`src/hw/serial_ext_pkg.sv`:
```
// Constants for the serial extension control block
//
// Overview of operation
// - Carrier auto-enable on and carrier pin high holds channel 0 receiver in reset.
// - Carrier disable bit set makes carrier pin irrelevant to the receiver.
// - Carrier pin rising edge interrupts even with carrier disable set; pin level always readable in status.
// - Clear-to-send auto-enable on and pin high forces transmit-empty flag low.
// - Clear-to-send disable set ignores pin; pin level still readable in control B.
// - One-x mode uses generator or clock pin directly as bit clock.
// - Otherwise the clock is divided by 16 or 64 per divide-ratio bit.
// - Prescale mode divides system clock by 10 or 30 then a power of two.
// - Time-constant mode divides system clock by twice constant plus four.
// - Generator output feeds transmitter and receiver and may drive clock pin.
// - Break enable turns on break detection and break sending.
// - Break detect sets on all-zero framing-error character reaching FIFO head.
// - Break detect clears on error-flag write zero, reset, stop mode, carrier drop; carrier drop clears channel 0 only, with carrier auto-enable on.
// - Send break with break enable holds the transmit pin low.
// - Send break resets to zero; then transmit pin carries transmitter output.
// - Reset clears every extension control bit of both channels.
// - Receive interrupt enable gates carrier-rise and error interrupt requests.
// - Framing error flagged on zero stop bit once character is FIFO head.
package serial_ext_pkg;
  localparam logic [7:0] ADDR_EXT0 = 8'h00;
  localparam logic [7:0] ADDR_EXT1 = 8'h04;
  localparam logic [7:0] ADDR_TC0_LO = 8'h08;
  localparam logic [7:0] ADDR_TC0_HI = 8'h0c;
  localparam logic [7:0] ADDR_TC1_LO = 8'h10;
  localparam logic [7:0] ADDR_TC1_HI = 8'h14;
  localparam logic [7:0] ADDR_CTRL0 = 8'h18;
  localparam logic [7:0] ADDR_CTRL1 = 8'h1c;
  localparam logic [7:0] ADDR_STAT = 8'h20;
  localparam int BIT_DCD_DIS = 6;
  localparam int BIT_CTS_DIS = 5;
  localparam int BIT_ONE_X = 4;
  localparam int BIT_BAUD_GEN_MODE = 3;
  localparam int BIT_BRK_EN = 2;
  localparam int BIT_BRK_DET = 1;
  localparam int BIT_SEND_BRK = 0;
  localparam logic [7:0] EXT_RESET = 8'h00;
  localparam logic [2:0] SS_EXTERNAL = 3'h7;
  localparam logic [4:0] PRESCALE_LO = 5'h0a;
  localparam logic [4:0] PRESCALE_HI = 5'h1e;
  localparam int OVERSAMPLE_LO = 16;
  localparam int OVERSAMPLE_HI = 64;
  localparam logic [31:0] RESP_UNMAPPED = 32'h00000000;
endpackage

```
`src/hw/async_serial_ext_ctrl_brg.sv`:
```
// Serial extension control top: registers, modem auto-enable, break, clocks
`timescale 1ns/1ns
`default_nettype none
module async_serial_ext_ctrl_brg
  import serial_ext_pkg::*;
(
  input wire logic clk_sys,
  input wire logic reset,
  input wire logic psel,
  input wire logic penable,
  input wire logic pwrite,
  input wire logic [7:0] paddr,
  input wire logic [31:0] pwdata,
  input wire logic [3:0] pstrb,
  output logic [31:0] prdata,
  output logic pready,
  output logic pslverr,
  input wire logic carrierDetectInN,
  input wire logic clearToSendInN,
  input wire logic ioStopMode,
  input wire logic errorFlagResetWr0,
  input wire logic errorFlagResetWr1,
  input wire logic rxIntEnable0,
  input wire logic rxIntEnable1,
  input wire logic [1:0] divideRatioSel,
  input wire logic [5:0] speedSelect,
  input wire logic [1:0] serialClockPinIn,
  input wire logic [1:0] headValid,
  input wire logic [15:0] headData,
  input wire logic [1:0] headStopZero,
  input wire logic [1:0] headOverrun,
  input wire logic [1:0] headParityErr,
  input wire logic [1:0] txSerialOut,
  input wire logic txHoldingEmptyRaw,
  output logic rxHoldReset0,
  output logic txHoldingEmpty0,
  output logic [1:0] serialTxPin,
  output logic [1:0] serialClockPinOut,
  output logic [1:0] serialClockPinOe,
  output logic [1:0] bitClockTick,
  output logic [1:0] breakDetectEnable,
  output logic [1:0] framingErrFlag,
  output logic [1:0] rxIntReq
);
  logic [7:0] ext0;
  logic [7:0] ext1;
  logic [15:0] tc0;
  logic [15:0] tc1;
  logic [7:0] next_ext0;
  logic [7:0] next_ext1;
  logic [15:0] next_tc0;
  logic [15:0] next_tc1;
  logic [31:0] next_prdata;
  logic next_pready;
  logic next_pslverr;

  logic dcdMeta;
  logic dcdSync;
  logic dcdPrev;
  logic dcdRiseSticky;
  logic next_dcdRiseSticky;
  logic [1:0] brgTick;
  logic [1:0] srcTick;
  logic [1:0] bitTickW;
  logic [1:0] extClkPrev;
  logic [1:0] next_framingErr;
  logic [1:0] next_brkDet;
  logic dcdHold;
  logic [1:0] errClear;
  logic [1:0] txPinNext;
  logic [1:0] clkOutNext;
  logic [1:0] clkOeNext;
  logic [1:0] rxIntNext;
  logic rxHoldNext;
  logic txEmptyNext;
  logic clkToggle0;
  logic clkToggle1;

  logic apbWrite;
  logic apbRead;
  assign apbWrite = psel && penable && pwrite && !pready;
  assign apbRead = psel && penable && !pwrite && !pready;

  function automatic logic [7:0] wrByte(input logic [7:0] old, input logic [31:0] d,
                                        input logic en);
    wrByte = en ? d[7:0] : old;
  endfunction

  function automatic logic mapped(input logic [7:0] a);
    mapped = (a == ADDR_EXT0) || (a == ADDR_EXT1) || (a == ADDR_TC0_LO) ||
             (a == ADDR_TC0_HI) || (a == ADDR_TC1_LO) || (a == ADDR_TC1_HI) ||
             (a == ADDR_CTRL0) || (a == ADDR_CTRL1) || (a == ADDR_STAT);
  endfunction

  // Carrier auto-enable hold for channel 0
  assign dcdHold = !ext0[BIT_DCD_DIS] && dcdSync;
  assign errClear[0] = errorFlagResetWr0 || ioStopMode || dcdHold;
  assign errClear[1] = errorFlagResetWr1 || ioStopMode;

  // Register file; break-detect bit is hardware owned and not writable
  always_comb begin
    next_ext0 = ext0;
    next_ext1 = ext1;
    next_tc0 = tc0;
    next_tc1 = tc1;
    next_prdata = prdata;
    next_pready = 1'b0;
    next_pslverr = 1'b0;
    if (apbWrite) begin
      next_pready = 1'b1;
      next_pslverr = !mapped(paddr);
      unique case (paddr)
        ADDR_EXT0: next_ext0 = wrByte(ext0, pwdata & 32'h0000007d, pstrb[0]);
        ADDR_EXT1: next_ext1 = wrByte(ext1, pwdata & 32'h0000001d, pstrb[0]);
        ADDR_TC0_LO: next_tc0[7:0] = wrByte(tc0[7:0], pwdata, pstrb[0]);
        ADDR_TC0_HI: next_tc0[15:8] = wrByte(tc0[15:8], pwdata, pstrb[0]);
        ADDR_TC1_LO: next_tc1[7:0] = wrByte(tc1[7:0], pwdata, pstrb[0]);
        ADDR_TC1_HI: next_tc1[15:8] = wrByte(tc1[15:8], pwdata, pstrb[0]);
        default: ;
      endcase
      if (pstrb[0] && paddr == ADDR_EXT0) begin
        next_ext0[BIT_BRK_DET] = ext0[BIT_BRK_DET];
      end
      if (pstrb[0] && paddr == ADDR_EXT1) begin
        next_ext1[BIT_BRK_DET] = ext1[BIT_BRK_DET];
      end
    end else if (apbRead) begin
      next_pready = 1'b1;
      next_pslverr = !mapped(paddr);
      unique case (paddr)
        ADDR_EXT0: next_prdata = {24'h000000, ext0};
        ADDR_EXT1: next_prdata = {24'h000000, ext1};
        ADDR_TC0_LO: next_prdata = {24'h000000, tc0[7:0]};
        ADDR_TC0_HI: next_prdata = {24'h000000, tc0[15:8]};
        ADDR_TC1_LO: next_prdata = {24'h000000, tc1[7:0]};
        ADDR_TC1_HI: next_prdata = {24'h000000, tc1[15:8]};
        // Pin levels stay visible whatever the disable bits say
        ADDR_CTRL0: next_prdata = {31'h00000000, clearToSendInN};
        ADDR_CTRL1: next_prdata = 32'h00000000;
        ADDR_STAT: next_prdata = {29'h00000000, dcdRiseSticky, dcdSync, txHoldingEmpty0};
        default: next_prdata = RESP_UNMAPPED;
      endcase
    end
    // Break detect: set beats clear so a head event is never lost
    next_brkDet[0] = ext0[BIT_BRK_DET];
    next_brkDet[1] = ext1[BIT_BRK_DET];
    next_framingErr = framingErrFlag;
    for (int c = 0; c < 2; c++) begin
      if (errClear[c]) begin
        next_brkDet[c] = 1'b0;
        next_framingErr[c] = 1'b0;
      end
      if (headValid[c] && headStopZero[c]) begin
        next_framingErr[c] = 1'b1;
        if (headData[c*8 +: 8] == 8'h00 && breakDetectEnable[c]) begin
          next_brkDet[c] = 1'b1;
        end
      end
    end
    next_ext0[BIT_BRK_DET] = next_brkDet[0];
    next_ext1[BIT_BRK_DET] = next_brkDet[1];
    // Status read clears the sticky edge; a new edge in the same cycle wins
    next_dcdRiseSticky = dcdRiseSticky;
    if (apbRead && paddr == ADDR_STAT) begin
      next_dcdRiseSticky = 1'b0;
    end
    if (dcdSync && !dcdPrev) begin
      next_dcdRiseSticky = 1'b1;
    end
  end

  always_ff @(posedge clk_sys) begin
    if (reset) begin
      ext0 <= EXT_RESET;
      ext1 <= EXT_RESET;
      tc0 <= '0;
      tc1 <= '0;
      prdata <= '0;
      pready <= 1'b0;
      pslverr <= 1'b0;
      dcdRiseSticky <= 1'b0;
      framingErrFlag <= '0;
    end else begin
      ext0 <= next_ext0;
      ext1 <= next_ext1;
      tc0 <= next_tc0;
      tc1 <= next_tc1;
      prdata <= next_prdata;
      pready <= next_pready;
      pslverr <= next_pslverr;
      dcdRiseSticky <= next_dcdRiseSticky;
      framingErrFlag <= next_framingErr;
    end
  end

  // Carrier pin synchroniser; first stage feeds only the second
  always_ff @(posedge clk_sys) begin
    if (reset) begin
      dcdMeta <= 1'b1;
      dcdSync <= 1'b1;
      dcdPrev <= 1'b1;
    end else begin
      dcdMeta <= carrierDetectInN;
      dcdSync <= dcdMeta;
      dcdPrev <= dcdSync;
    end
  end

  baud_gen #() u_brg0 (
    .clk_sys(clk_sys),
    .reset(reset),
    .mode(ext0[BIT_BAUD_GEN_MODE]),
    .divRatio(divideRatioSel[0]),
    .speedSel(speedSelect[2:0]),
    .timeConst(tc0),
    .tick(brgTick[0])
  );

  baud_gen #() u_brg1 (
    .clk_sys(clk_sys),
    .reset(reset),
    .mode(ext1[BIT_BAUD_GEN_MODE]),
    .divRatio(divideRatioSel[1]),
    .speedSel(speedSelect[5:3]),
    .timeConst(tc1),
    .tick(brgTick[1])
  );

  // External clock pin is taken on its rising edge when the generator is off
  always_comb begin
    for (int c = 0; c < 2; c++) begin
      srcTick[c] = (speedSelect[c*3 +: 3] == SS_EXTERNAL) ?
                   (serialClockPinIn[c] && !extClkPrev[c]) : brgTick[c];
    end
  end

  bit_clock_div u_div0 (
    .clk_sys(clk_sys),
    .reset(reset),
    .srcTick(srcTick[0]),
    .oneX(ext0[BIT_ONE_X]),
    .divRatio(divideRatioSel[0]),
    .bitTick(bitTickW[0])
  );

  bit_clock_div u_div1 (
    .clk_sys(clk_sys),
    .reset(reset),
    .srcTick(srcTick[1]),
    .oneX(ext1[BIT_ONE_X]),
    .divRatio(divideRatioSel[1]),
    .bitTick(bitTickW[1])
  );

  // Pin and status outputs, all registered
  always_comb begin
    clkToggle0 = serialClockPinOut[0] ^ brgTick[0];
    clkToggle1 = serialClockPinOut[1] ^ brgTick[1];
    // Clock pin out is a square wave toggling per generator tick
    clkOutNext = {clkToggle1, clkToggle0};
    clkOeNext[0] = speedSelect[2:0] != SS_EXTERNAL;
    clkOeNext[1] = speedSelect[5:3] != SS_EXTERNAL;
    // Break is held only as long as software leaves both bits set
    txPinNext[0] = (ext0[BIT_SEND_BRK] && ext0[BIT_BRK_EN]) ? 1'b0 : txSerialOut[0];
    txPinNext[1] = (ext1[BIT_SEND_BRK] && ext1[BIT_BRK_EN]) ? 1'b0 : txSerialOut[1];
    rxHoldNext = dcdHold || ioStopMode;
    txEmptyNext = txHoldingEmptyRaw && !(!ext0[BIT_CTS_DIS] && clearToSendInN);
    rxIntNext[0] = rxIntEnable0 && (dcdRiseSticky || next_framingErr[0] ||
                   (headValid[0] && (headOverrun[0] || headParityErr[0])));
    rxIntNext[1] = rxIntEnable1 && (next_framingErr[1] ||
                   (headValid[1] && (headOverrun[1] || headParityErr[1])));
  end

  always_ff @(posedge clk_sys) begin
    if (reset) begin
      extClkPrev <= '0;
      serialClockPinOut <= '0;
      serialClockPinOe <= '0;
      serialTxPin <= 2'h3;
      rxHoldReset0 <= 1'b1;
      txHoldingEmpty0 <= 1'b0;
      bitClockTick <= '0;
      breakDetectEnable <= '0;
      rxIntReq <= '0;
    end else begin
      extClkPrev <= serialClockPinIn;
      serialClockPinOut <= clkOutNext;
      serialClockPinOe <= clkOeNext;
      serialTxPin <= txPinNext;
      rxHoldReset0 <= rxHoldNext;
      txHoldingEmpty0 <= txEmptyNext;
      bitClockTick <= bitTickW;
      breakDetectEnable <= {ext1[BIT_BRK_EN], ext0[BIT_BRK_EN]};
      rxIntReq <= rxIntNext;
    end
  end
endmodule
`default_nettype wire

```
`src/hw/baud_gen.sv`:
```
// Baud generator: prescaler with power-of-two divider, or 16-bit time constant
`timescale 1ns/1ns
`default_nettype none
module baud_gen
  import serial_ext_pkg::*;
(
  input wire logic clk_sys,
  input wire logic reset,
  input wire logic mode,
  input wire logic divRatio,
  input wire logic [2:0] speedSel,
  input wire logic [15:0] timeConst,
  output logic tick
);
  logic [4:0] preCnt;
  logic [6:0] powCnt;
  // Eighteen bits: the longest constant gives a period beyond 17 bits
  logic [17:0] tcCnt;
  logic [4:0] next_preCnt;
  logic [6:0] next_powCnt;
  logic [17:0] next_tcCnt;
  logic next_tick;
  logic [4:0] preTop;
  logic [6:0] powTop;

  always_comb begin
    preTop = divRatio ? PRESCALE_HI : PRESCALE_LO;
    powTop = 7'((8'h01 << speedSel) - 8'h01);
    next_preCnt = preCnt;
    next_powCnt = powCnt;
    next_tcCnt = tcCnt;
    next_tick = 1'b0;
    if (speedSel == SS_EXTERNAL) begin
      next_preCnt = '0;
      next_powCnt = '0;
      next_tcCnt = '0;
    end else if (!mode) begin
      if (preCnt >= preTop - 5'h01) begin
        next_preCnt = '0;
        if (powCnt >= powTop) begin
          next_powCnt = '0;
          next_tick = 1'b1;
        end else begin
          next_powCnt = powCnt + 7'h01;
        end
      end else begin
        next_preCnt = preCnt + 5'h01;
      end
    end else begin
      // Constant is sampled only at reload, so mid-period writes do not glitch
      if (tcCnt == 18'h00000) begin
        next_tcCnt = 18'(({2'b00, timeConst} + 18'h00002) * 18'h00002 - 18'h00001);
        next_tick = 1'b1;
      end else begin
        next_tcCnt = tcCnt - 18'h00001;
      end
    end
  end

  always_ff @(posedge clk_sys) begin
    if (reset) begin
      preCnt <= '0;
      powCnt <= '0;
      tcCnt <= '0;
      tick <= 1'b0;
    end else begin
      preCnt <= next_preCnt;
      powCnt <= next_powCnt;
      tcCnt <= next_tcCnt;
      tick <= next_tick;
    end
  end
endmodule
`default_nettype wire

```
`src/hw/bit_clock_div.sv`:
```
// Bit clock divider: passes the source clock through or divides by 16 or 64
`timescale 1ns/1ns
`default_nettype none
module bit_clock_div
  import serial_ext_pkg::*;
(
  input wire logic clk_sys,
  input wire logic reset,
  input wire logic srcTick,
  input wire logic oneX,
  input wire logic divRatio,
  output logic bitTick
);
  logic [5:0] cnt;
  logic [5:0] next_cnt;
  logic next_bitTick;
  logic [5:0] top;

  always_comb begin
    top = divRatio ? 6'(OVERSAMPLE_HI - 1) : 6'(OVERSAMPLE_LO - 1);
    next_cnt = cnt;
    next_bitTick = 1'b0;
    if (oneX) begin
      next_cnt = '0;
      next_bitTick = srcTick;
    end else if (srcTick) begin
      if (cnt >= top) begin
        next_cnt = '0;
        next_bitTick = 1'b1;
      end else begin
        next_cnt = cnt + 6'h01;
      end
    end
  end

  always_ff @(posedge clk_sys) begin
    if (reset) begin
      cnt <= '0;
      bitTick <= 1'b0;
    end else begin
      cnt <= next_cnt;
      bitTick <= next_bitTick;
    end
  end
endmodule
`default_nettype wire

```
`config.mk`:
```
export PLATFORM = sky130hd
export DESIGN_NAME = async_serial_ext_ctrl_brg
export DESIGN_NICKNAME = d
export VERILOG_FILES = /design/src/hw/serial_ext_pkg.sv /design/src/hw/async_serial_ext_ctrl_brg.sv /design/src/hw/baud_gen.sv /design/src/hw/bit_clock_div.sv
export SDC_FILE = /design/constraint.sdc
export NUM_CORES = 1
export LEC_CHECK = 0
export ABC_AREA = 1
export BUFFER_PORTS_ARGS = -buffer_cell sky130_fd_sc_hd__buf_4
export CAP_MARGIN = 5
export CELL_PAD_IN_SITES_DETAIL_PLACEMENT = 1
export CELL_PAD_IN_SITES_GLOBAL_PLACEMENT = 2
export CORE_MARGIN = 1
export CORE_UTILIZATION = 29
export DETAILED_ROUTE_END_ITERATION = 16
export PLACE_DENSITY_LB_ADDON = 0.1
export SLEW_MARGIN = 20
export SYNTH_ARGS = -nofsm -noshare
export SYNTH_HDL_FRONTEND = slang
export SYNTH_HIERARCHICAL = 1
export SYNTH_SLANG_ARGS = --single-unit
```
`constraint.sdc`:
```
create_clock -name clk_sys -period 2.3 [get_ports clk_sys]
set_input_delay 0.46 -clock clk_sys [delete_from_list [all_inputs] [get_ports clk_sys]]
set_output_delay 0.46 -clock clk_sys [all_outputs]
set_load 0.005 [all_outputs]
```
[Word-level counts from Yosys, hierarchy flattened]
Cells that the tools add are included.
Operators by class
  order comparisons: 6
  reductions and logical operators: 67
  eq/ne operators: 12
  bitwise gates (word level): 5
  shift operators: 2
  muxes and demuxes: 47
  add/subtract/negate cells: 16
Operators by type and width (count)
  $sub A18 B1 Y18 const B: 4
  $pmux W8 S8: 1
  $logic_not A18 Y1: 2
  $mux W18: 2
  $add A16 B2 Y17 const B: 2
  $mux W1: 34
  $eq A8 B5 Y1 const B: 4
  $logic_not A8 Y1: 3
  $mux W6: 4
  $logic_and A1 B1 Y1: 22
  $mux W5: 4
  $reduce_and A3 Y1: 6
  $logic_or A1 B1 Y1: 17
  $eq A8 B4 Y1 const B: 2
  $add A7 B1 Y7 const B: 2
  $ge A7 B7 Y1: 2
  $mux W7: 2
  $shl A1 B3 Y7 const A: 2
  $sub A7 B1 Y7 const B: 2
  $add A6 B1 Y6 const B: 2
  $ge A6 B6 Y1: 2
  $add A5 B1 Y5 const B: 2
  $ge A5 B5 Y1: 2
  $sub A5 B1 Y5 const B: 2
  other kinds (10): 28
Storage, ports and cells
  output and inout bits: 50
  input port bits: 93
  flip-flop bits (word level): 176
  logic and storage cells: 192

[Depth between registers and ports, before layout]
Gate-level depths: netlist of run 1.
  depth in word-level cells: 12
  mapped depth: 14
  mapped depth without buffers: 14

[Hierarchy]
Netlist of run 1, hierarchy kept.
Modules (own cells, without submodules)
  baud_gen: times used 2, cells an instance 458, sequential area each 620.6 um^2, area an instance 2834.0 um^2
  async_serial_ext_ctrl_brg: times used 1, cells an instance 479, sequential area each 1521.5 um^2, area an instance 3444.6 um^2
  bit_clock_div: times used 2, cells an instance 46, sequential area each 140.1 um^2, area an instance 401.6 um^2

[Worst setup path after synthesis of run 1]
No wires, ideal clock.
  path type: input to register
  start: input port speedSelect[1]
  end: register u_brg0.powCnt[5]
  setup time: 0.119 ns
  path slack: -0.087 ns
  buffers on the path: 0
  arrival time: 2.268 ns
  cell stages on the path: 13
  required time: 2.181 ns
  path through: nor2_1 -> nand2_1 -> ha_1 -> o21ai_0 -> a21oi_1 -> xor2_1 -> ha_1 -> nand3_1 -> or3_1 -> o2111ai_1 -> nand2_1 -> nand2_1 -> nor3_1
Between the ends
  cells in the longest elaborated chain, start to end: 4
  elaborated cells between the ends (all ways): 6
  those cells by class: add/sub: 1; order compare: 1; eq/ne: 1; shift: 1; mux: 1; reduce/logical: 1
RTL lines
  start: declaration: RTL line async_serial_ext_ctrl_brg.sv:26  | input wire logic [5:0] speedSelect,
  $shl A1 B3 Y7: RTL line baud_gen.sv:28  | powTop = 7'((8'h01 << speedSel) - 8'h01);
  $sub A7 B1 Y7: RTL line baud_gen.sv:28
  $ge A7 B7 Y1: RTL line baud_gen.sv:40  | if (powCnt >= powTop) begin
  $mux W7: RTL line baud_gen.sv:40
  end signal: assignment: RTL line baud_gen.sv:68  | powCnt <= next_powCnt;
  end: declaration: RTL line baud_gen.sv:16  | logic [6:0] powCnt;
Parallel ways exist; a longest one is shown, timed or not.
A chain may end at the register's enable or synchronous reset.

[Final worst setup path of run 1]
Ends and elaborated chain as after synthesis.

==> reports/qor.csv, run 1 <==
stage,metric,value,unit
outcome,status,completed,
clock_tree,cts_resized,0,
sta,rsz0062_at_grt,yes,
synth,synth-main-ff-cell,dfxtp_1,
global_route,overflow,0,
place,place_congestion,0.7914,
worst_setup_path,cp.arrival,2.52,ns
floorplan,initial_utilization,29.50,%
layout,layout.cells.non_filler,2079,
job,maxCapViolCount,0,
sta,setup_violations,0,
synth,ys_seq_area_share,30.69,%
place,portBuffers,91,
floorplan,die_h,186.9,um
synth,syn_area,9916,sq um
clock_tree,cts.sinks,152,
clock_tree,cts_tree,built,
global_route,grt_first_pass_wirelength,51.04,mm
synth,yosys.area.top_type,dfxtp_1,
synth,yosys_warnings,6,
place,place_inst,2048,
routing,via_per_inst,4.713,
sta,maxSlewViolCount,0,
worst_setup_path,path_max_fanout,4,
routing,drtIter0Drc,302,
sta,relSlewSlack,54.92,%
worst_setup_path,crit_path_start,speedSelect[1],
routing,drcViolationCount,0,
routing,wl,30.67,mm
power,ir_drop,0.0005135,V
synth,synth.area.top_cells,"dfxtp_1 (31%), nand2_1 (12%), nor2_1 (8.5%)",
global_route,antenna_found_initial,0,
routing,wl_per_cell,14.75,um
layout,drive_gt1_share,18.64,%
clock_tree,clockRootBuffer,clkbuf_16,
layout,syn_to_final_growth,20.73,%
floorplan,die_w,186.9,um
routing,vias,9799,
floorplan,io_pins,143,
clock_tree,htreeDepth,4,
synth,synth-edff-count,0,
synth,synth_top_area_share,30.69,%
worst_setup_path,setup.worst_path.start_class,primary input,
min_path,hold_class,in2reg,
worst_setup_path,critical_path.endpoint_type,flop,
power,static-leakage-power,5.307,nW
global_route,grt_max_degree,29,
layout,n_antenna_cell,0,
layout,multi_input_comb_area,6166,sq um
power,power,6.045,mW
clock_tree,cts_setup_buffers,0,
clock_tree,clkTransAtPathRegs,0.06,ns
global_route,grt_pass1_vias,9976,
clock_tree,hold_buffers,0,
worst_setup_path,cp_data_required_time,2.63,ns
clock_tree,clock_path_buffers,2,
sta,fmax,456.9,MHz
synth,syn_avg_cell_area,6.668,sq um
synth,synthDistinctLibCells,48,
sta,post-route-period-util,95.16,%
sta,finalHoldViolations,0,
sta,tightest_slew,0.6700,ns
min_path,min_from,carrierDetectInN,
worst_setup_path,r2r-start,u_brg0/tcCnt[1],
layout,nFillCells,4320,
synth,synth-seq-cells,152,
sta,fin_crit,2.189,ns
routing,drtAntennaViolNets,0,
place,place_hpwl,24.24,mm
synth,synthCells,1487,
worst_setup_path,worstSetupPathType,in2reg,
layout,fin_nets,1752,
global_route,grt_use_total,18.04,%
sta,fin_skew,0.01221,ns
sta,hold_slack,0.2030,ns
clock_tree,cts_inserted_buffers,17,
floorplan,die-area,34940,sq um
power,p_per_area,505.0,nW/um^2
floorplan,core_area,33620,sq um
clock_tree,clk_latency,0.44,ns
routing,firstDrtPassIters,4,
layout,ff_latch_area,3043,sq um
synth,synth-async-reset-ratio,0,%
layout,postLayoutCoreUtil,35.61,%
floorplan,placementRows,67,
-- registers in the layout, indices dropped and copies added (netlist names), 5 cells and up --
signal and cells:
ext0 7, ext1 5, prdata 8, tc0 16, tc1 16, u_brg0/powCnt 7, u_brg0/preCnt 5, u_brg0/tcCnt 18
u_brg1/powCnt 7, u_brg1/preCnt 5, u_brg1/tcCnt 18, u_div0/cnt 6, u_div1/cnt 6
-- layout make-up --
class / instances / area share, %
clock buffers: 20 / 3.731
clock inverters: 11 / 1.233
inverters: 157 / 4.964
multi-input cells: 1156 / 51.50
flip-flops and latches: 152 / 25.42
well taps: 448 / 4.682
repair buffers: 135 / 8.466
-- path summary, 6_finish.rpt --
| check | to | slack, ns | cells past startpoint |
|---|---|---|---|
| worst max-delay path | u_brg0/powCnt[5] | 0.11 | 14 |
| worst min-delay path | dcdMeta | 0.20 | 2 |
| worst max register to register | u_brg0/tcCnt[5] | 0.20 | 11 |
| worst min register to register | bitClockTick[0] | 0.41 | 2 |
-- layout by cell type, fill, tap and decap left out, types with 4 or more instances in the layout --
cell,n
nand2_1,300
nor2_1,222
dfxtp_1,152
inv_1,139
buf_4,135
nand3_1,122
a21oi_1,81
o21ai_0,80
ha_1,39
nor2_2,37
xor2_1,36
nand2_2,33
nand4_1,29
conb_1,24
xnor2_1,22
clkbuf_16,17
nor3_1,15
nor2_4,14
inv_2,13
a21oi_2,9
nor4_1,9
or2_2,9
o21ai_1,8
o21bai_1,8
o31ai_1,6
o211ai_1,6
nand3b_1,5
a31oi_1,5
nand2_4,4
o21ai_2,4
clkinv_1,4
a211oi_1,4
nand4_2,4
-- Yosys cell counts (2+ instances only) --
cell type  instances
a211oi_1           4
a21boi_0           2
a21o_1             2
a21oi_1           82
a21oi_2            8
a31oi_1            5
buf_1              2
buf_2              2
buf_4             24
buf_6              3
clkbuf_1          14
clkinv_1           4
dfxtp_1          152
ha_1              40
inv_1            139
inv_2             13
mux2i_1            2
nand2_1          305
nand2_2           29
nand2_4            3
nand3_1          122
nand3b_1           5
nand4_1           29
nand4_2            4
nor2_1           224
nor2_2            35
nor2_4            14
nor3_1            16
nor3_2             2
nor3b_1            2
nor4_1             9
o2111ai_1          2
o211ai_1           6
o21ai_0           84
o21ai_1            6
o21ai_2            2
o21bai_1           8
o21bai_2           2
o31ai_1            6
or2_2              9
or3_1              2
xnor2_1           22
xor2_1            36
-- stage by stage --
stage	setup WS [ns]	area (sq um)	setup TNS [ns]
2_1_floorplan	0.02381	10030	0
6_report	0.1114	11970	0
5_1_grt	-0.006620	11970	-0.006620
4_1_cts	0.09262	11910	0
3_3_place_gp	-0.2655	11320	-3.201
3_5_place_dp	-0.3694	11320	-4.798
-- worst max-delay path, cell delays in order --
cell	delay, ns
buf_4	0.12
nor2_2	0.11
nand2_1	0.08
ha_1	0.22
o21ai_2	0.08
a21oi_1	0.07
xor2_1	0.17
ha_1	0.35
nand3_1	0.09
or3_4	0.35
o2111ai_4	0.13
nand2_2	0.12
nand2_4	0.10
nor3_1	0.06
-- metal layers --
| metal | vias to the layer above | GRT usage, % | share of wire (%) | wire (um) |
|---|---|---|---|---|
| li1 | 5081 | - | - | - |
| met1 | 4575 | 23.64 | 49 | 15090 |
| met2 | 128 | 30.58 | 47 | 14380 |
| met3 | 15 | 2.908 | 3.0 | 910 |
| met4 | 0 | 4.823 | 0.95 | 292 |
| met5 | - | 0 | 0 | 0 |
-- logic make-up (layout without fill, tap and decap cells) --
logic type	Yosys count	count (layout)	synth area share [%]
muxes	2	2	0.2019
other	1	24	0.03782
xor gates and xnor gates	58	58	5.123
adders and majority gates	40	40	5.047
buffers and inverters	202	323	8.858
DFF	152	152	30.69
AOI/OAI and AO/OA	220	220	12.49
and+or+nand+nor	812	812	37.55
-- where the power goes --
group / leakage (nW) / internal [mW] / switching [mW] / total, mW
sequential: 1.23 / 2.66 / 0.0172 / 2.67
combinational: 3.79 / 0.189 / 0.259 / 0.447
clock: 0.290 / 1.73 / 1.19 / 2.92
total: 5.31 / 4.58 / 1.47 / 6.05
Note: power is estimated with default switching activity, not from simulation.
==> inputs of run 2 (changes only) <==
--- a/config.mk
+++ b/config.mk
@@ -14,6 +14,7 @@
 export CORE_UTILIZATION = 29
 export DETAILED_ROUTE_END_ITERATION = 16
 export PLACE_DENSITY_LB_ADDON = 0.1
+export REMOVE_ABC_BUFFERS = 1
 export SLEW_MARGIN = 20
 export SYNTH_ARGS = -nofsm -noshare
 export SYNTH_HDL_FRONTEND = slang
==> run 2 against run 1 <==
Effect of this change:
- cell count rose by 0.34%
- worst hold slack improved by 0.011 ns
- register-to-register slack barely moved
- largest cell class unchanged
- largest power group unchanged
==> reports/qor.csv, run 2 (same netlist as run 1, synthesis figures left out) <==
stage,metric,value,unit,change
power,p_comb_share,7.9,%,was 7.4%
worst_setup_path,critical_path.endpoint_type,flop,,unchanged
worst_setup_path,cp_slowest_stage_delay,0.36,ns,was 0.35 ns
worst_setup_path,cp_num_buf_inv,1,,unchanged
layout,postLayoutCoreUtil,35.73,%,was 35.61%
global_route,grt_use_total,18.19,%,was 18.04%
layout,multi_input_comb_area,6166,sq um,unchanged
sta,finalHoldViolations,0,,unchanged
sta,maxSlewViolCount,0,,unchanged
clock_tree,clockRootBuffer,clkbuf_16,,unchanged
power,p_per_area,485.0,nW/um^2,was 505.0 nW/um^2
job,maxCapViolCount,0,,unchanged
power,p_int,4.381,mW,was 4.577 mW
power,p_switching,1.444,mW,was 1.468 mW
sta,fin_skew,0.01038,ns,was 0.01221 ns
min_path,hold_class,in2reg,,unchanged
global_route,overflow,0,,unchanged
sta,relSlewSlack,55.90,%,was 54.92%
floorplan,io_pins,143,,unchanged
power,ir_drop,0.0004876,V,was 0.0005135 V
routing,drtIter0Drc,362,,was 302
layout,fin_nets,1760,,"was 1,752"
clock_tree,clk_latency,0.43,ns,was 0.44 ns
layout,n_antenna_cell,0,,unchanged
routing,via_per_inst,4.698,,was 4.713
sta,tns,0,ns,unchanged
sta,fin_crit,2.180,ns,was 2.189 ns
floorplan,initial_utilization,29.50,%,unchanged
routing,wl_per_cell,14.87,um,was 14.75 um
sta,setup_violations,0,,unchanged
worst_setup_path,worstSetupPathType,in2reg,,unchanged
worst_setup_path,crit_family,simple AND/OR/NAND/NOR gates,,unchanged
floorplan,core_area,33620,sq um,unchanged
routing,drtAntennaViolNets,0,,unchanged
place,portBuffers,91,,unchanged
routing,firstDrtPassIters,4,,unchanged
clock_tree,cts.sinks,152,,unchanged
clock_tree,cts_tree,built,,unchanged
power,p_seq_share,45.9,%,was 44.2%
clock_tree,clkTransAtPathRegs,0.06,ns,about the same
layout,layout.cells.non_filler,2086,,"was 2,079"
routing,vias,9801,,"was 9,799"
worst_setup_path,setup.worst_path.start_class,primary input,,unchanged
layout,largestRegisters,"u_brg0/tcCnt: 18 flops, u_brg1/tcCnt: 18 flops",,unchanged
power,sw_frac_of_total,24.79,%,was 24.29%
routing,wl_met2,14.57,mm,was 14.38 mm
routing,route.met3.wl,776,um,was 910 um
sta,post-route-period-util,94.80,%,was 95.16%
place,place_congestion,0.7919,,was 0.7914
power,static-leakage-power,5.312,nW,was 5.307 nW
clock_tree,htreeDepth,4,,unchanged
layout,layout_common_cells,"nand2_1 (301), nor2_1 (222), dfxtp_1 (151)",,"was nand2_1 (300), nor2_1 (222), dfxtp_1 (152)"
place,place_inst,2054,,"was 2,048"
worst_setup_path,crit_chain,"buf_4, nor2_2, nand2_1, ha_2, o21ai_2, a21oi_1, xor2_1, ha_1, nand3_1, or3_4, o2111ai_4, nand2_1, nand2_2, nor3_1",,"was buf_4, nor2_2, nand2_1, ha_1, o21ai_2, a21oi_1, xor2_1, ha_1, nand3_1, or3_4, o2111ai_4, nand2_2, nand2_4, nor3_1"
floorplan,die_h,186.9,um,unchanged
worst_setup_path,path_max_fanout,4,,unchanged
worst_setup_path,cp_data_required_time,2.61,ns,was 2.63 ns
global_route,grt_max_degree,47,,was 29
routing,wl_met1,15.40,mm,was 15.09 mm
power,p_clk_share,46.1,%,was 48.4%
outcome,status,completed,,unchanged
floorplan,die_w,186.9,um,unchanged
floorplan,placementRows,67,,unchanged
sta,tightest_slew,0.6555,ns,was 0.6700 ns
worst_setup_path,slowest_stage,ha_1,,unchanged
global_route,antenna_found_initial,0,,unchanged
layout,drive_gt1_share,19.05,%,was 18.64%
sta,fmax,458.6,MHz,was 456.9 MHz
worst_setup_path,cp.arrival,2.50,ns,was 2.52 ns
place,place_hpwl,24.17,mm,was 24.24 mm
power,power,5.825,mW,was 6.045 mW
routing,wl,31.02,mm,was 30.67 mm
sta,worst_slack,0.1196,ns,was 0.1114 ns
global_route,grt_first_pass_wirelength,51.20,mm,was 51.04 mm
clock_tree,cts_inserted_buffers,17,,unchanged
sta,rsz0062_at_grt,yes,,unchanged
global_route,grt_pass1_vias,9925,,"was 9,976"
worst_setup_path,path_common_cell,nand2_1,,was ha_1
clock_tree,clock_path_buffers,2,,unchanged
clock_tree,hold_buffers,0,,unchanged
layout,final_common_cell,nand2_1,,unchanged
routing,top_layer,met4,,unchanged
place,dp_worst_setup_slack,-0.4662,ns,was -0.3694 ns
layout,syn_to_final_growth,21.12,%,was 20.73%
layout,ff_latch_area,3044,sq um,was 3043 sq um
layout,nFillCells,4305,,"was 4,320"
routing,drcViolationCount,0,,unchanged
floorplan,die-area,34940,sq um,unchanged
-- run 2: cell count changes in the layout (fill, tap and decap cells not counted), sizes merged --
cell	before	now
clkinv	10	7
buf	135	143
clkbuf	20	22
clkinvlp	1	4
bufinv	3	1
inv	154	153
-- run 2: power groups by stage --
| stage | clock network, mW | registers [mW] | logic (mW) |
|---|---|---|---|
| floorplan | 0 | 2.73 | 0.204 |
| global placement | 0 | 2.73 | 0.448 |
| global route | 2.88 | 2.68 | 0.521 |
| finish | 2.69 | 2.67 | 0.463 |
| CTS | 2.78 | 2.67 | 0.462 |
| detailed placement | 0 | 2.73 | 0.460 |
-- run 2: final cells by class --
type,instances,area share [%]
clock inverters,8,0.6251
well taps,448,4.667
flip-flops and latches,152,25.35
repair buffers,143,9.209
inverters,157,4.948
multi-input cells,1156,51.34
clock buffers,22,3.865
-- run 2: path summary, 6_finish.rpt --
kind / start / slack (ns) / endpoint / depth (start not counted)
worst min-delay path: carrierDetectInN / 0.21 / dcdMeta / 2
worst max register to register: u_brg0/tcCnt[1] / 0.20 / u_brg0/tcCnt[5] / 12
worst min register to register: dcdMeta / 0.41 / dcdSync / 1
worst max-delay path: speedSelect[4] / 0.12 / u_brg1/powCnt[5] / 14
-- run 2: worst reg2reg max path, cell delays in order, from the launching register on --
cell	delay, ns
dfxtp_1	0.34
inv_1	0.06
ha_1	0.18
inv_1	0.09
nor2_2	0.16
nand2_1	0.17
nor2_2	0.17
nand4_2	0.18
nor2_4	0.19
buf_4	0.17
nand3_1	0.11
o211ai_1	0.11
a21oi_1	0.08
-- run 2: stage by stage --
| step | cell area, sq um | hold WS (ns) |
|---|---|---|
| CTS | 11900 | 0.1877 |
| global placement | 11350 | 0.3974 |
| finish | 12010 | 0.2143 |
| detailed placement | 11350 | 0.3964 |
| global route | 12010 | 0.2051 |
| floorplan | 9718 | 0.3883 |
-- run 2: repair_timing --
action                     CTS  global route
pin swaps                    0             4
setup buffers                0             2
resized for setup            2            22
setup endpoints to repair    3            23
-- run 2: per-layer routing --
metal  global-route usage (%)  up-vias
li1                         -     5077
met1                    24.21     4573
met2                    30.83      136
met3                    2.533       15
met4                    4.540        0
met5                        0        -
==> inputs of run 3 (changes only) <==
--- a/config.mk
+++ b/config.mk
@@ -10,6 +10,7 @@
 export CAP_MARGIN = 5
 export CELL_PAD_IN_SITES_DETAIL_PLACEMENT = 1
 export CELL_PAD_IN_SITES_GLOBAL_PLACEMENT = 2
+export CORE_ASPECT_RATIO = 2
 export CORE_MARGIN = 1
 export CORE_UTILIZATION = 29
 export DETAILED_ROUTE_END_ITERATION = 16
==> run 3 against run 2 <==
Effect of this change:
- cell count is the same
- cell area grew 1.4%
- routed wire length is 9.1% higher
- power up 12%
- via count is 2.2% higher
- clock skew shrank 0.0015 ns
- critical path depth unchanged
- fmax is 1.4% higher
- die area up 0.13%
- setup slack improved by 0.030 ns
- non-clock buffer count increased by 10
- utilization is 0.47 points higher
- largest power group unchanged
- highest routed layer unchanged
==> reports/qor.csv, run 3 (same netlist as run 1, synthesis figures left out) <==
stage,metric,value,unit,change
outcome,status,completed,,unchanged
sta,post-route-period-util,93.52,%,was 94.80%
power,p_per_area,536.7,nW/um^2,was 485.0 nW/um^2
worst_setup_path,cp.arrival,2.49,ns,was 2.50 ns
layout,largestRegisters,"u_brg0/tcCnt: 18 flops, u_brg1/tcCnt: 18 flops",,unchanged
layout,fin_nets,1770,,"was 1,760"
routing,vias,10013,,"was 9,801"
clock_tree,htreeDepth,4,,unchanged
power,power,6.535,mW,was 5.825 mW
worst_setup_path,critical_path.endpoint_type,flop,,unchanged
floorplan,die_w,132.8,um,was 186.9 um
global_route,grt_max_degree,30,,was 47
clock_tree,clk_latency,0.45,ns,was 0.43 ns
layout,syn_to_final_growth,22.81,%,was 21.12%
sta,fin_skew,0.008840,ns,was 0.01038 ns
sta,maxSlewViolCount,0,,unchanged
layout,nFillCells,4325,,"was 4,305"
sta,finalHoldViolations,0,,unchanged
place,portBuffers,91,,unchanged
clock_tree,clockRootBuffer,clkbuf_16,,unchanged
min_path,hold_class,in2reg,,unchanged
sta,fmax,464.9,MHz,was 458.6 MHz
clock_tree,clkTransAtPathRegs,0.07,ns,was 0.06 ns
place,place_hpwl,27.65,mm,was 24.17 mm
job,maxCapViolCount,0,,unchanged
global_route,grt_first_pass_wirelength,54.04,mm,was 51.20 mm
routing,drtIter0Drc,244,,was 362
layout,layout_common_cells,"nand2_1 (301), nor2_1 (223), dfxtp_1 (152), buf_4 (152), inv_1 (138)",,"was nand2_1 (301), nor2_1 (222), dfxtp_1 (151)"
worst_setup_path,crit_family,simple AND/OR/NAND/NOR gates,,unchanged
global_route,grt_use_total,19.99,%,was 18.19%
worst_setup_path,cp_slowest_stage_delay,0.33,ns,was 0.36 ns
routing,drtAntennaViolNets,0,,unchanged
routing,drcViolationCount,0,,unchanged
worst_setup_path,slowest_stage,or3_1,,was ha_1
power,ir_drop,0.0005536,V,was 0.0004876 V
routing,via_per_inst,4.800,,was 4.698
floorplan,die-area,34980,sq um,"was 34,940 sq um"
floorplan,core_area,33640,sq um,"was 33,620 sq um"
sta,fin_crit,2.151,ns,was 2.180 ns
clock_tree,cts_inserted_buffers,17,,unchanged
clock_tree,cts.sinks,152,,unchanged
layout,drive_gt1_share,19.45,%,was 19.05%
floorplan,initial_utilization,29.48,%,was 29.50%
floorplan,die_h,263.5,um,was 186.9 um
worst_setup_path,cp_data_required_time,2.64,ns,was 2.61 ns
layout,n_antenna_cell,0,,unchanged
routing,wl,33.84,mm,was 31.02 mm
worst_setup_path,path_max_fanout,4,,unchanged
routing,wl_per_cell,16.22,um,was 14.87 um
worst_setup_path,crit_chain,"buf_4, nor2_1, nand2_1, ha_1, o21ai_2, a21oi_1, xor2_1, ha_1, nand3_1, or3_1, o2111ai_2, nand2_1, nand2_2, nor3_1",,"was buf_4, nor2_2, nand2_1, ha_2, o21ai_2, a21oi_1, xor2_1, ha_1, nand3_1, or3_4, o2111ai_4, nand2_1, nand2_2, nor3_1"
global_route,overflow,0,,unchanged
sta,rsz0062_at_grt,no,,was yes
global_route,grt_pass1_vias,10596,,"was 9,925"
place,place_congestion,0.8272,,was 0.7919
layout,final_common_cell,nand2_1,,unchanged
global_route,antenna_found_initial,0,,unchanged
worst_setup_path,setup.worst_path.start_class,primary input,,unchanged
worst_setup_path,worstSetupPathType,in2reg,,unchanged
sta,setup_violations,0,,unchanged
clock_tree,clock_path_buffers,2,,unchanged
routing,firstDrtPassIters,6,,was 4
worst_setup_path,cp_num_buf_inv,1,,unchanged
floorplan,io_pins,143,,unchanged
clock_tree,cts_tree,built,,unchanged
sta,hold_slack,0.2099,ns,was 0.2143 ns
floorplan,placementRows,95,,was 67
power,static-leakage-power,5.429,nW,was 5.312 nW
[run 3: cell types whose count changed in the layout (fill, tap and decap cells not counted), moves of 2 or more]
cell,delta
or3_1,+2
o21ai_0,-2
bufinv_16,+6
o21ai_1,+2
or3_4,-2
clkinv_2,-2
buf_6,-2
buf_4,+13
[run 3: report_power, final]
group | switching (mW) | total (mW) | internal, mW | leakage [nW]
logic | 0.273 | 0.470 | 0.197 | 3.87
clock network | 1.22 | 3.39 | 2.17 | 0.326
registers | 0.0176 | 2.67 | 2.66 | 1.23
total | 1.51 | 6.54 | 5.03 | 5.43
[run 3: cell type report]
| type | count | area [sq um] | share of cell area (%) |
|---|---|---|---|
| clock buffer | 20 | 446.7 | 3.668 |
| clock inverter | 12 | 246.5 | 2.024 |
| inverter | 157 | 594.3 | 4.880 |
| multi-input combinational | 1156 | 6141 | 50.43 |
| sequential | 152 | 3043 | 24.99 |
| tap | 436 | 545.5 | 4.480 |
| timing repair buffer | 153 | 1161 | 9.535 |
[run 3: final timing paths]
path | from | to | slack, ns | depth (start not counted)
max reg2reg | u_brg0/tcCnt[1] | u_brg0/tcCnt[12] | 0.17 | 10
min | carrierDetectInN | dcdMeta | 0.21 | 2
min reg2reg | u_div0/bitTick | bitClockTick[0] | 0.41 | 2
max | speedSelect[1] | u_brg0/powCnt[5] | 0.15 | 14
[run 3: per-layer routing]
layer | vias up | part of all wire (%) | global-route usage, %
met4 | 0 | 4.2 | 10.47
met3 | 49 | 1.6 | 2.195
met5 | - | 0 | 0
li1 | 5087 | - | -
met1 | 4737 | 34 | 17.33
met2 | 140 | 60 | 42.69
[run 3: what timing repair did]
| item | 4_1_cts | 5_1_grt |
|---|---|---|
| resized for setup | 2 | 17 |
| setup buffers | 0 | 1 |
| pin swaps | 0 | 4 |
| hold buffers | 0 | 0 |
| setup endpoints to repair | 8 | 13 |
[run 3: per-stage QoR]
stage | cell area, sq um | worst slack (ns) | std cells | TNS (ns) | utilization, %
detailed placement | 11400 | -0.5284 | 2053 | -7.050 | 33.90
CTS | 12110 | 0.01924 | 2085 | 0 | 36.00
global route | 12180 | 0.001269 | 2086 | 0 | 36.20
floorplan | 9718 | -0.08809 | 1465 | -0.7023 | -
finish | 12180 | 0.1491 | 2086 | 0 | 36.20
global placement | 11400 | -0.4105 | 2053 | -5.127 | 33.90
[run 3: worst register-to-register path, stage by stage, from the launching register on]
cell	delay, ns
dfxtp_1	0.34
inv_1	0.06
ha_1	0.17
inv_1	0.08
nor2_2	0.16
nand2_1	0.15
buf_4	0.17
nor2_1	0.28
nand3_1	0.31
a21oi_1	0.22
a21oi_1	0.08
